--- src/spf_pkg.sv ---
// Package for the six-output PWM and fault protection block.
package spf_pkg;
  localparam int CNT_W = 10;
  // Register offsets.
  localparam logic [3:0] ADDR_CTRL_A = 4'h0;
  localparam logic [3:0] ADDR_CTRL_D = 4'h1;
  localparam logic [3:0] ADDR_OVR = 4'h2;
  localparam logic [3:0] ADDR_CMP_A = 4'h3;
  localparam logic [3:0] ADDR_TOP = 4'h4;
  localparam logic [3:0] ADDR_PORT = 4'h5;
  localparam logic [3:0] ADDR_STAT = 4'h6;
  localparam logic [3:0] ADDR_COUNT = 4'h7;
  localparam logic [3:0] ADDR_PRESC = 4'h8;
  // Control A fields.
  localparam int CA_PWM_EN = 0;
  localparam int CA_WM0 = 1;
  localparam int CA_WM1 = 2;
  localparam int CA_MODE_A = 3;
  localparam int CA_MODE_B = 5;
  localparam int CA_MODE_D = 7;
  // Control D fields.
  localparam int CD_FEN = 0;
  localparam int CD_FIE = 1;
  localparam int CD_FSRC = 2;
  localparam int CD_FNC = 3;
  localparam int CD_FEDGE = 4;
  // Status fields.
  localparam int ST_FFLAG = 0;
  localparam int ST_TOV = 1;
  // Reset values.
  localparam logic [15:0] RST_CTRL = 16'h0000;
  localparam logic [9:0] RST_TOP = 10'h3FF;
  localparam logic [15:0] RST_PRESC = 16'h0000;
  localparam int FILT_SAMPLES = 4;

  typedef struct packed {
    logic [3:0] addr;
    logic [15:0] wdata;
    logic wr;
    logic rd;
  } spf_bus_t;
endpackage

--- src/spf_fault_in.sv ---
// Fault input sampler, optional four-sample noise filter and edge detector.
`timescale 1ns/1ps
module spf_fault_in #(
  parameter int SAMPLES = spf_pkg::FILT_SAMPLES
) (
  // Clock and reset
  input wire logic clk,
  input wire logic rstn,
  // Input and settings
  input wire logic din,
  input wire logic filterEn,
  input wire logic risingEdge,
  // Event out
  output logic edgeHit
);
  import spf_pkg::*;
  logic syncA_r, syncB_r, prev_r, filt_r, filt_nxt;
  logic [SAMPLES-2:0] hist_r;
  logic stage;
  // The newest sample joins the window unregistered, so the filtered path
  // costs exactly four cycles more than the direct one.
  wire [SAMPLES-1:0] window = {hist_r, syncB_r};
  wire allHigh = &window;
  wire allLow = ~|window;
  // The filter runs on the system clock; the prescaler never reaches it.
  always_comb begin
    filt_nxt = filt_r;
    if (allHigh) filt_nxt = 1'b1;
    else if (allLow) filt_nxt = 1'b0;
  end
  assign stage = filterEn ? filt_r : syncB_r;
  always_ff @(posedge clk or negedge rstn) begin
    if (!rstn) begin
      syncA_r <= 1'b0;
      syncB_r <= 1'b0;
      hist_r <= '0;
      filt_r <= 1'b0;
      prev_r <= 1'b0;
    end else begin
      syncA_r <= din;
      syncB_r <= syncA_r;
      hist_r <= window[SAMPLES-2:0];
      filt_r <= filt_nxt;
      prev_r <= stage;
    end
  end
  assign edgeHit = risingEdge ? (stage & ~prev_r) : (~stage & prev_r);
endmodule

--- src/spf_top.sv ---
// Six-output PWM timer with fault protection, top level.
`timescale 1ns/1ps
//
// Operation
// - Six-output mode when PWM enable and mode bit 1 set, bit 0 ignored.
// - Channel A waveform feeds all six output pins.
// - Cleared override bit puts port value on that pin at once.
// - Mode bit 0 low: count zero to top, then restart from zero.
// - Single slope: waveform flips on compare match, returns at wrap.
// - Single slope: overflow flag set when counter reaches top.
// - Mode bit 0 high: count up to top, then down to zero.
// - Dual slope: one level on up match, opposite on down match.
// - Dual slope: overflow flag set when counter reaches zero.
// - Single slope: counter clears on enable cycle after reaching top.
// - Nonzero pair mode drives both pins with waveform and override bits.
// - Enabled fault unit triggers on matching edge of chosen source.
// - Fault clears output modes, port bits then drive the pins.
// - Fault enable clears in the same cycle as the output modes.
// - Fault with interrupt enable raises the fault interrupt request.
// - Fault source is the interrupt pin, or comparator if bit set.
// - Source change may cause spurious trigger; software clears flag.
// - Fault inputs pass a two-stage sampler and edge detector.
// - Filter output changes only after four agreeing samples.
// - Filter enable inserts the filter and adds four cycles delay.
// - Filter samples on the system clock, not the prescaled one.
module spf_top
  import spf_pkg::*;
#(
  parameter int CW = spf_pkg::CNT_W
) (
  // Clock and reset
  input wire logic clk,
  input wire logic rstn,
  // Register port
  input wire spf_pkg::spf_bus_t bus,
  output logic [15:0] rdata,
  // Fault sources
  input wire logic extIntPin,
  input wire logic comparatorOut,
  // Pins and events
  output logic [5:0] pwmPin,
  output logic [5:0] pwmPinOe,
  output logic faultIrq,
  output logic overflowIrq
);
  import spf_pkg::*;

  // --------------------------------------------------------------
  // Registers
  // --------------------------------------------------------------
  logic [15:0] ctrlA_r, ctrlD_r, presc_r;
  logic [5:0] override_r, port_r;
  logic [CW-1:0] cmpA_r, top_r, count_r, count_nxt;
  logic [15:0] div_r;
  logic down_r, down_nxt, wave_r, wave_nxt;
  logic fflag_r, tov_r;
  logic [15:0] rdata_nxt;

  wire wrCtrlA = bus.wr && (bus.addr == ADDR_CTRL_A);
  wire wrCtrlD = bus.wr && (bus.addr == ADDR_CTRL_D);
  wire wrOvr = bus.wr && (bus.addr == ADDR_OVR);
  wire wrCmpA = bus.wr && (bus.addr == ADDR_CMP_A);
  wire wrTop = bus.wr && (bus.addr == ADDR_TOP);
  wire wrPort = bus.wr && (bus.addr == ADDR_PORT);
  wire wrStat = bus.wr && (bus.addr == ADDR_STAT);
  wire wrCount = bus.wr && (bus.addr == ADDR_COUNT);
  wire wrPresc = bus.wr && (bus.addr == ADDR_PRESC);

  // --------------------------------------------------------------
  // Mode decode
  // --------------------------------------------------------------
  wire sixMode = ctrlA_r[CA_PWM_EN] & ctrlA_r[CA_WM1];
  wire dualSlope = ctrlA_r[CA_WM0];
  wire [1:0] modeA = ctrlA_r[CA_MODE_A +: 2];
  wire [1:0] modeB = ctrlA_r[CA_MODE_B +: 2];
  wire [1:0] modeD = ctrlA_r[CA_MODE_D +: 2];
  // Inverted polarity is taken from channel A mode three.
  wire invert = (modeA == 2'b11);

  // --------------------------------------------------------------
  // Timer clock enable
  // --------------------------------------------------------------
  wire tick = (div_r == presc_r);

  // --------------------------------------------------------------
  // Counter and waveform
  // --------------------------------------------------------------
  wire atTop = (count_r == top_r);
  wire atZero = (count_r == '0);
  wire match = (count_r == cmpA_r);
  always_comb begin
    count_nxt = count_r;
    down_nxt = down_r;
    wave_nxt = wave_r;
    if (!dualSlope) begin
      down_nxt = 1'b0;
      if (atTop) begin
        count_nxt = '0;
        wave_nxt = ~invert;
      end else begin
        count_nxt = count_r + 1'b1;
      end
      if (match && !atTop) wave_nxt = invert;
    end else begin
      if (!down_r) begin
        if (atTop) begin
          down_nxt = 1'b1;
          count_nxt = count_r - 1'b1;
        end else begin
          count_nxt = count_r + 1'b1;
        end
        if (match) wave_nxt = invert;
      end else begin
        if (atZero) begin
          down_nxt = 1'b0;
          count_nxt = count_r + 1'b1;
        end else begin
          count_nxt = count_r - 1'b1;
        end
        if (match) wave_nxt = ~invert;
      end
    end
  end

  wire tovHit = tick && sixMode && (dualSlope ? atZero && down_r : atTop);

  // --------------------------------------------------------------
  // Fault unit
  // --------------------------------------------------------------
  logic faultEdge;
  wire faultSrc = ctrlD_r[CD_FSRC] ? comparatorOut : extIntPin;
  spf_fault_in #(.SAMPLES(FILT_SAMPLES)) uFault (
    .clk(clk),
    .rstn(rstn),
    .din(faultSrc),
    .filterEn(ctrlD_r[CD_FNC]),
    .risingEdge(ctrlD_r[CD_FEDGE]),
    .edgeHit(faultEdge)
  );
  wire faultTrig = ctrlD_r[CD_FEN] & faultEdge;

  always_ff @(posedge clk or negedge rstn) begin
    if (!rstn) begin
      ctrlA_r <= RST_CTRL;
      ctrlD_r <= RST_CTRL;
    end else begin
      if (faultTrig) begin
        // Hardware wins over a same-cycle software write.
        ctrlA_r <= wrCtrlA ? (bus.wdata & 16'hFE07) : (ctrlA_r & 16'hFE07);
        ctrlD_r <= (wrCtrlD ? bus.wdata : ctrlD_r) & 16'hFFFE;
      end else begin
        if (wrCtrlA) ctrlA_r <= bus.wdata;
        if (wrCtrlD) ctrlD_r <= bus.wdata;
      end
    end
  end

  always_ff @(posedge clk or negedge rstn) begin
    if (!rstn) begin
      fflag_r <= 1'b0;
      tov_r <= 1'b0;
    end else begin
      // Set beats write-one-to-clear.
      if (faultTrig) fflag_r <= 1'b1;
      else if (wrStat && bus.wdata[ST_FFLAG]) fflag_r <= 1'b0;
      if (tovHit) tov_r <= 1'b1;
      else if (wrStat && bus.wdata[ST_TOV]) tov_r <= 1'b0;
    end
  end
  assign faultIrq = fflag_r & ctrlD_r[CD_FIE];
  assign overflowIrq = tov_r;

  // --------------------------------------------------------------
  // Other registers and the timer
  // --------------------------------------------------------------
  always_ff @(posedge clk or negedge rstn) begin
    if (!rstn) begin
      override_r <= 6'h00;
      port_r <= 6'h00;
      cmpA_r <= '0;
      top_r <= RST_TOP;
      presc_r <= RST_PRESC;
    end else begin
      if (wrOvr) override_r <= bus.wdata[5:0];
      if (wrPort) port_r <= bus.wdata[5:0];
      if (wrCmpA) cmpA_r <= bus.wdata[CW-1:0];
      if (wrTop) top_r <= bus.wdata[CW-1:0];
      if (wrPresc) presc_r <= bus.wdata;
    end
  end

  always_ff @(posedge clk or negedge rstn) begin
    if (!rstn) begin
      div_r <= 16'h0000;
      count_r <= '0;
      down_r <= 1'b0;
      wave_r <= 1'b0;
    end else begin
      div_r <= tick ? 16'h0000 : div_r + 16'h0001;
      if (wrCount) begin
        count_r <= bus.wdata[CW-1:0];
      end else if (tick && sixMode) begin
        count_r <= count_nxt;
        down_r <= down_nxt;
        wave_r <= wave_nxt;
      end
    end
  end

  // --------------------------------------------------------------
  // Pin routing
  // --------------------------------------------------------------
  wire [2:0] pairOn = {modeD != 2'b00, modeB != 2'b00, modeA != 2'b00};
  genvar g;
  generate
    for (g = 0; g < 6; g++) begin : gPin
      wire conn = sixMode & pairOn[g/2];
      assign pwmPin[g] = (conn && override_r[g]) ? wave_r : port_r[g];
      assign pwmPinOe[g] = 1'b1;
    end
  endgenerate

  // --------------------------------------------------------------
  // Read port
  // --------------------------------------------------------------
  always_comb begin
    rdata_nxt = 16'h0000;
    unique case (bus.addr)
      ADDR_CTRL_A: rdata_nxt = ctrlA_r;
      ADDR_CTRL_D: rdata_nxt = ctrlD_r;
      ADDR_OVR: rdata_nxt = {10'h000, override_r};
      ADDR_CMP_A: rdata_nxt = 16'(cmpA_r);
      ADDR_TOP: rdata_nxt = 16'(top_r);
      ADDR_PORT: rdata_nxt = {10'h000, port_r};
      ADDR_STAT: rdata_nxt = {14'h0000, tov_r, fflag_r};
      ADDR_COUNT: rdata_nxt = 16'(count_r);
      ADDR_PRESC: rdata_nxt = presc_r;
      default: rdata_nxt = 16'h0000;
    endcase
  end
  always_ff @(posedge clk or negedge rstn) begin
    if (!rstn) rdata <= 16'h0000;
    else if (bus.rd) rdata <= rdata_nxt;
    else rdata <= 16'h0000;
  end
endmodule

--- config.mk ---
export PLATFORM = sky130hd
export DESIGN_NAME = spf_top
export DESIGN_NICKNAME = d
export VERILOG_FILES = /design/src/spf_pkg.sv /design/src/spf_fault_in.sv /design/src/spf_top.sv
export SDC_FILE = /design/constraint.sdc
export NUM_CORES = 1
export LEC_CHECK = 0
export BUFFER_PORTS_ARGS = -buffer_cell sky130_fd_sc_hd__buf_2
export CORE_UTILIZATION = 45
export DETAILED_ROUTE_END_ITERATION = 10
export PLACE_DENSITY = 0.72
export SETUP_SLACK_MARGIN = 0.05
export SYNTH_ARGS = -nofsm -noshare
export SYNTH_HDL_FRONTEND = slang
export SYNTH_SLANG_ARGS = --single-unit
export TNS_END_PERCENT = 1
--- constraint.sdc ---
create_clock -name clk -period 2.2 [get_ports clk]
set_input_delay 0.11 -clock clk [delete_from_list [all_inputs] [get_ports clk]]
set_output_delay 0.11 -clock clk [all_outputs]
set_load 0.03 [all_outputs]
==> results.json <==
{
  "outcome": "finished, violations left",
  "violations": "setup timing",
  "cp_cell_sequence": "nor2b_1 > a2111o_1 > or4_4 > o21ai_4 > nor2_1 > o41ai_2",
  "setup-tns-final_ns": -0.0434,
  "sw_frac_of_total_pct": 32.6,
  "htree_num_levels": 4,
  "leakagePower_nw": 3.80,
  "switching_power_mw": 2.73,
  "ys_types": 56,
  "first_pass_iters": 5,
  "rr_worst_depth": 6,
  "cap_viol_max_count": 0,
  "fp.dieArea_um2": 15800,
  "whs_path_depth": 3,
  "stdcell_area_um2": 8430,
  "fillers": 1243,
  "cp.depth": 6,
  "ant_nets": 0,
  "first_iter_violations": 558,
  "postSynth.asyncResetShare_pct": 100,
  "cp_slowest_cell": "or4_4",
  "yosys_register_bits": 133,
  "crit_type": "flip-flop to flip-flop",
  "setup.worst_path.end_class": "flip-flop",
  "wl_mm": 19.1,
  "grt_overflow": 0,
  "fin_skew_ns": 0.0108,
  "coreArea_um2": 14800,
  "num_antenna_cells": 0,
  "worst_hold_path_type": "primary input to flip-flop",
  "finalMaxSlewViolations": 0,
  "placed_cell_area_um2": 7610,
  "final_nets": 799,
  "startpoint_type": "flip-flop",
  "synth_warnings": 0,
  "die_y_um": 126,
  "vias": 5668,
  "critPathMaxFanout": 6,
  "grt_pass1_vias": 5780,
  "wl_per_cell_um": 19.7,
  "start_util_pct": 46.7,
  "io_pins": 56,
  "row_count": 44,
  "worst_path_dominant_cell_family": "compound AO/OA/AOI/OAI gates",
  "numCtsBuffers": 17,
  "cts.sinks": 133,
  "final_util_pct": 57.1,
  "setup_ws_ns": -0.0283,
  "drcViolationCount": 0,
  "rsz0062_at_grt": "true",
  "cts_root_buf": "clkbuf_16",
  "finalSetupViolCount": 2,
  "ys_seq_area_share_pct": 48.5,
  "grtUsageTotal_pct": 25.9,
  "powerDensity_nw_per_um2": 992,
  "tightestPinTransition_ns": 0.614,
  "antenna_found_initial": 0,
  "synth-main-ff-cell": "dfrtp_1",
  "final_common_cell": "dfrtp_1",
  "multi_input_area_um2": 3430,
  "clk_pin_slew_worst_paths_ns": 0.06,
  "grt_max_degree": 58,
  "port-buffer-count": 49,
  "place_ws_ns": -0.257,
  "synth-edff-count": 0,
  "cts_tree": "built",
  "netlist_instances": 669,
  "critPathMaxStageDelay_ns": 0.54,
  "relSlewSlack_pct": 58.0,
  "final_cell_mix": "dfrtp_1 (123), nand2_1 (90), mux2_2 (72), buf_4 (60), nor2_1 (57)",
  "synthesis.area_um2": 6890,
  "clk_latency_ns": 0.43,
  "final-hold-violation-count": 0,
  "gp_congestion": 0.910,
  "fin_worst_hold_slack_ns": 0.0233,
  "period_needed_ns": 2.23,
  "syn_area_per_cell_um2": 10.3,
  "vdd_drop_max_mv": 0.586,
  "viasPerCell": 5.87,
  "dp.final_hpwl_mm": 13.6,
  "clockPowerShare_pct": 32.3,
  "seqCellArea_um2": 3340,
  "grt_pass1_wl_mm": 31.2,
  "fmax_mhz": 449,
  "cts_buffer_depth": 2,
  "drive_above_1_share_pct": 30.6,
  "power_frac_seq_pct": 42.1,
  "cp.arrival_ns": 2.56,
  "die_w_um": 126,
  "cp.required_ns": 2.53,
  "path_buf_inv": 0,
  "syn2layout_area_growth_pct": 22.3,
  "comb_power_share_pct": 25.6,
  "p_int_mw": 5.64,
  "fin_crit_sh_pct": 101
}
sequential cells by signal, summed over array words and instances (netlist names):
| name | count |
|---|---|
| cmpA_r | 10 |
| uFault.syncA_r | 1 |
| overflowIrq | 1 |
| uFault.prev_r | 1 |
| ctrlA_r | 16 |
| div_r | 16 |
| rdata | 16 |
| port_r | 6 |
| count_r | 10 |
| presc_r | 16 |
| top_r | 10 |
| ctrlD_r | 16 |
| override_r | 6 |
| uFault.hist_r | 3 |
| wave_r | 1 |
| down_r | 1 |
| uFault.filt_r | 1 |
| fflag_r | 1 |
| uFault.syncB_r | 1 |
routing by layer:
| layer | vias up | track usage (%) | wire (um) |
|---|---|---|---|
| met3 | 54 | 5.44 | 1280 |
| met1 | 2826 | 35.0 | 8330 |
| met4 | 0 | 12.5 | 593 |
| li1 | 2544 | - | - |
| met2 | 244 | 39.7 | 8870 |
| met5 | - | 0 | 0 |
through the flow:
step	total power, mW	instances
5_1_grt	8.77	966
3_3_place_gp	5.43	915
4_1_cts	8.34	964
6_report	8.37	966
2_1_floorplan	4.81	674
3_5_place_dp	5.53	915
cell families (layout without fill, tap and decap cells):
| family | count (synthesis) | in the layout | share of synthesized area (%) |
|---|---|---|---|
| XOR/XNOR | 59 | 59 | 7.50 |
| AND/OR/NAND/NOR | 228 | 228 | 15.7 |
| buffers and inverters | 50 | 158 | 3.23 |
| multiplexers | 93 | 93 | 14.8 |
| adder cells (fa/ha/maj) | 3 | 3 | 0.545 |
| AO/OA/AOI/OAI | 102 | 102 | 9.75 |
| flip-flops | 133 | 133 | 48.5 |
| other | 1 | 6 | 0.0544 |
power groups by stage:
stage | registers [mW] | logic, mW | clock network, mW
floorplan | 3.38 | 1.42 | 0
global placement | 3.50 | 1.93 | 0
detailed placement | 3.54 | 1.99 | 0
CTS | 3.51 | 2.09 | 2.74
global route | 3.58 | 2.32 | 2.86
finish | 3.52 | 2.14 | 2.70
cell type report:
class	instances	share of cell area, %
sequential	133	39.6
timing repair buffer	122	10.1
tap	184	2.73
clock inverter	13	1.47
clock buffer	18	5.21
inverter	5	0.223
multi-input combinational	491	40.7
Yosys cell counts (all sizes together) (10+ instances only):
cell type,number,area (um2)
nand2,90,338
mux2i,21,210
xnor2,40,350
a21oi,34,170
nor2,57,214
nand4,10,62.6
clkbuf,28,105
mux2,72,811
dfrtp,123,3080
and3,11,68.8
nand3,16,80.1
o21ai,19,106
buf,17,98.9
dfstp,10,263
xor2,19,166
what timing repair did:
item,CTS,global route
pin swaps,4,4
gates resized for setup,13,6
buffers inserted,6,2
endpoints found under the setup margin,11,12
hold buffers,12,0
hold endpoints to repair,60,0
worst min-delay path, stage by stage:
cell	delay, ns
buf_2	0.15
nand2_1	0.08
a21oi_1	0.07
worst paths after layout:
| path | slack, ns | start | end |
|---|---|---|---|
| worst min register to register | 0.35 | uFault.syncA_r$_DFF_PN0_ | uFault.syncB_r$_DFF_PN0_ |
| max in group asynchronous | 1.28 | rstn | top_r[5]$_DFFE_PN1P_ |
| worst min-delay path | 0.02 | bus[8] | ctrlA_r[6]$_DFFE_PN0P_ |
| min in group asynchronous | 0.20 | rstn | wave_r$_DFFE_PN0P_ |
| worst max-delay path | -0.03 | top_r[9]$_DFFE_PN1P_ | count_r[7]$_DFFE_PN0P_ |
| worst max register to register | -0.03 | top_r[9]$_DFFE_PN1P_ | count_r[7]$_DFFE_PN0P_ |
No activity file was read; power rests on OpenSTA's default activity.
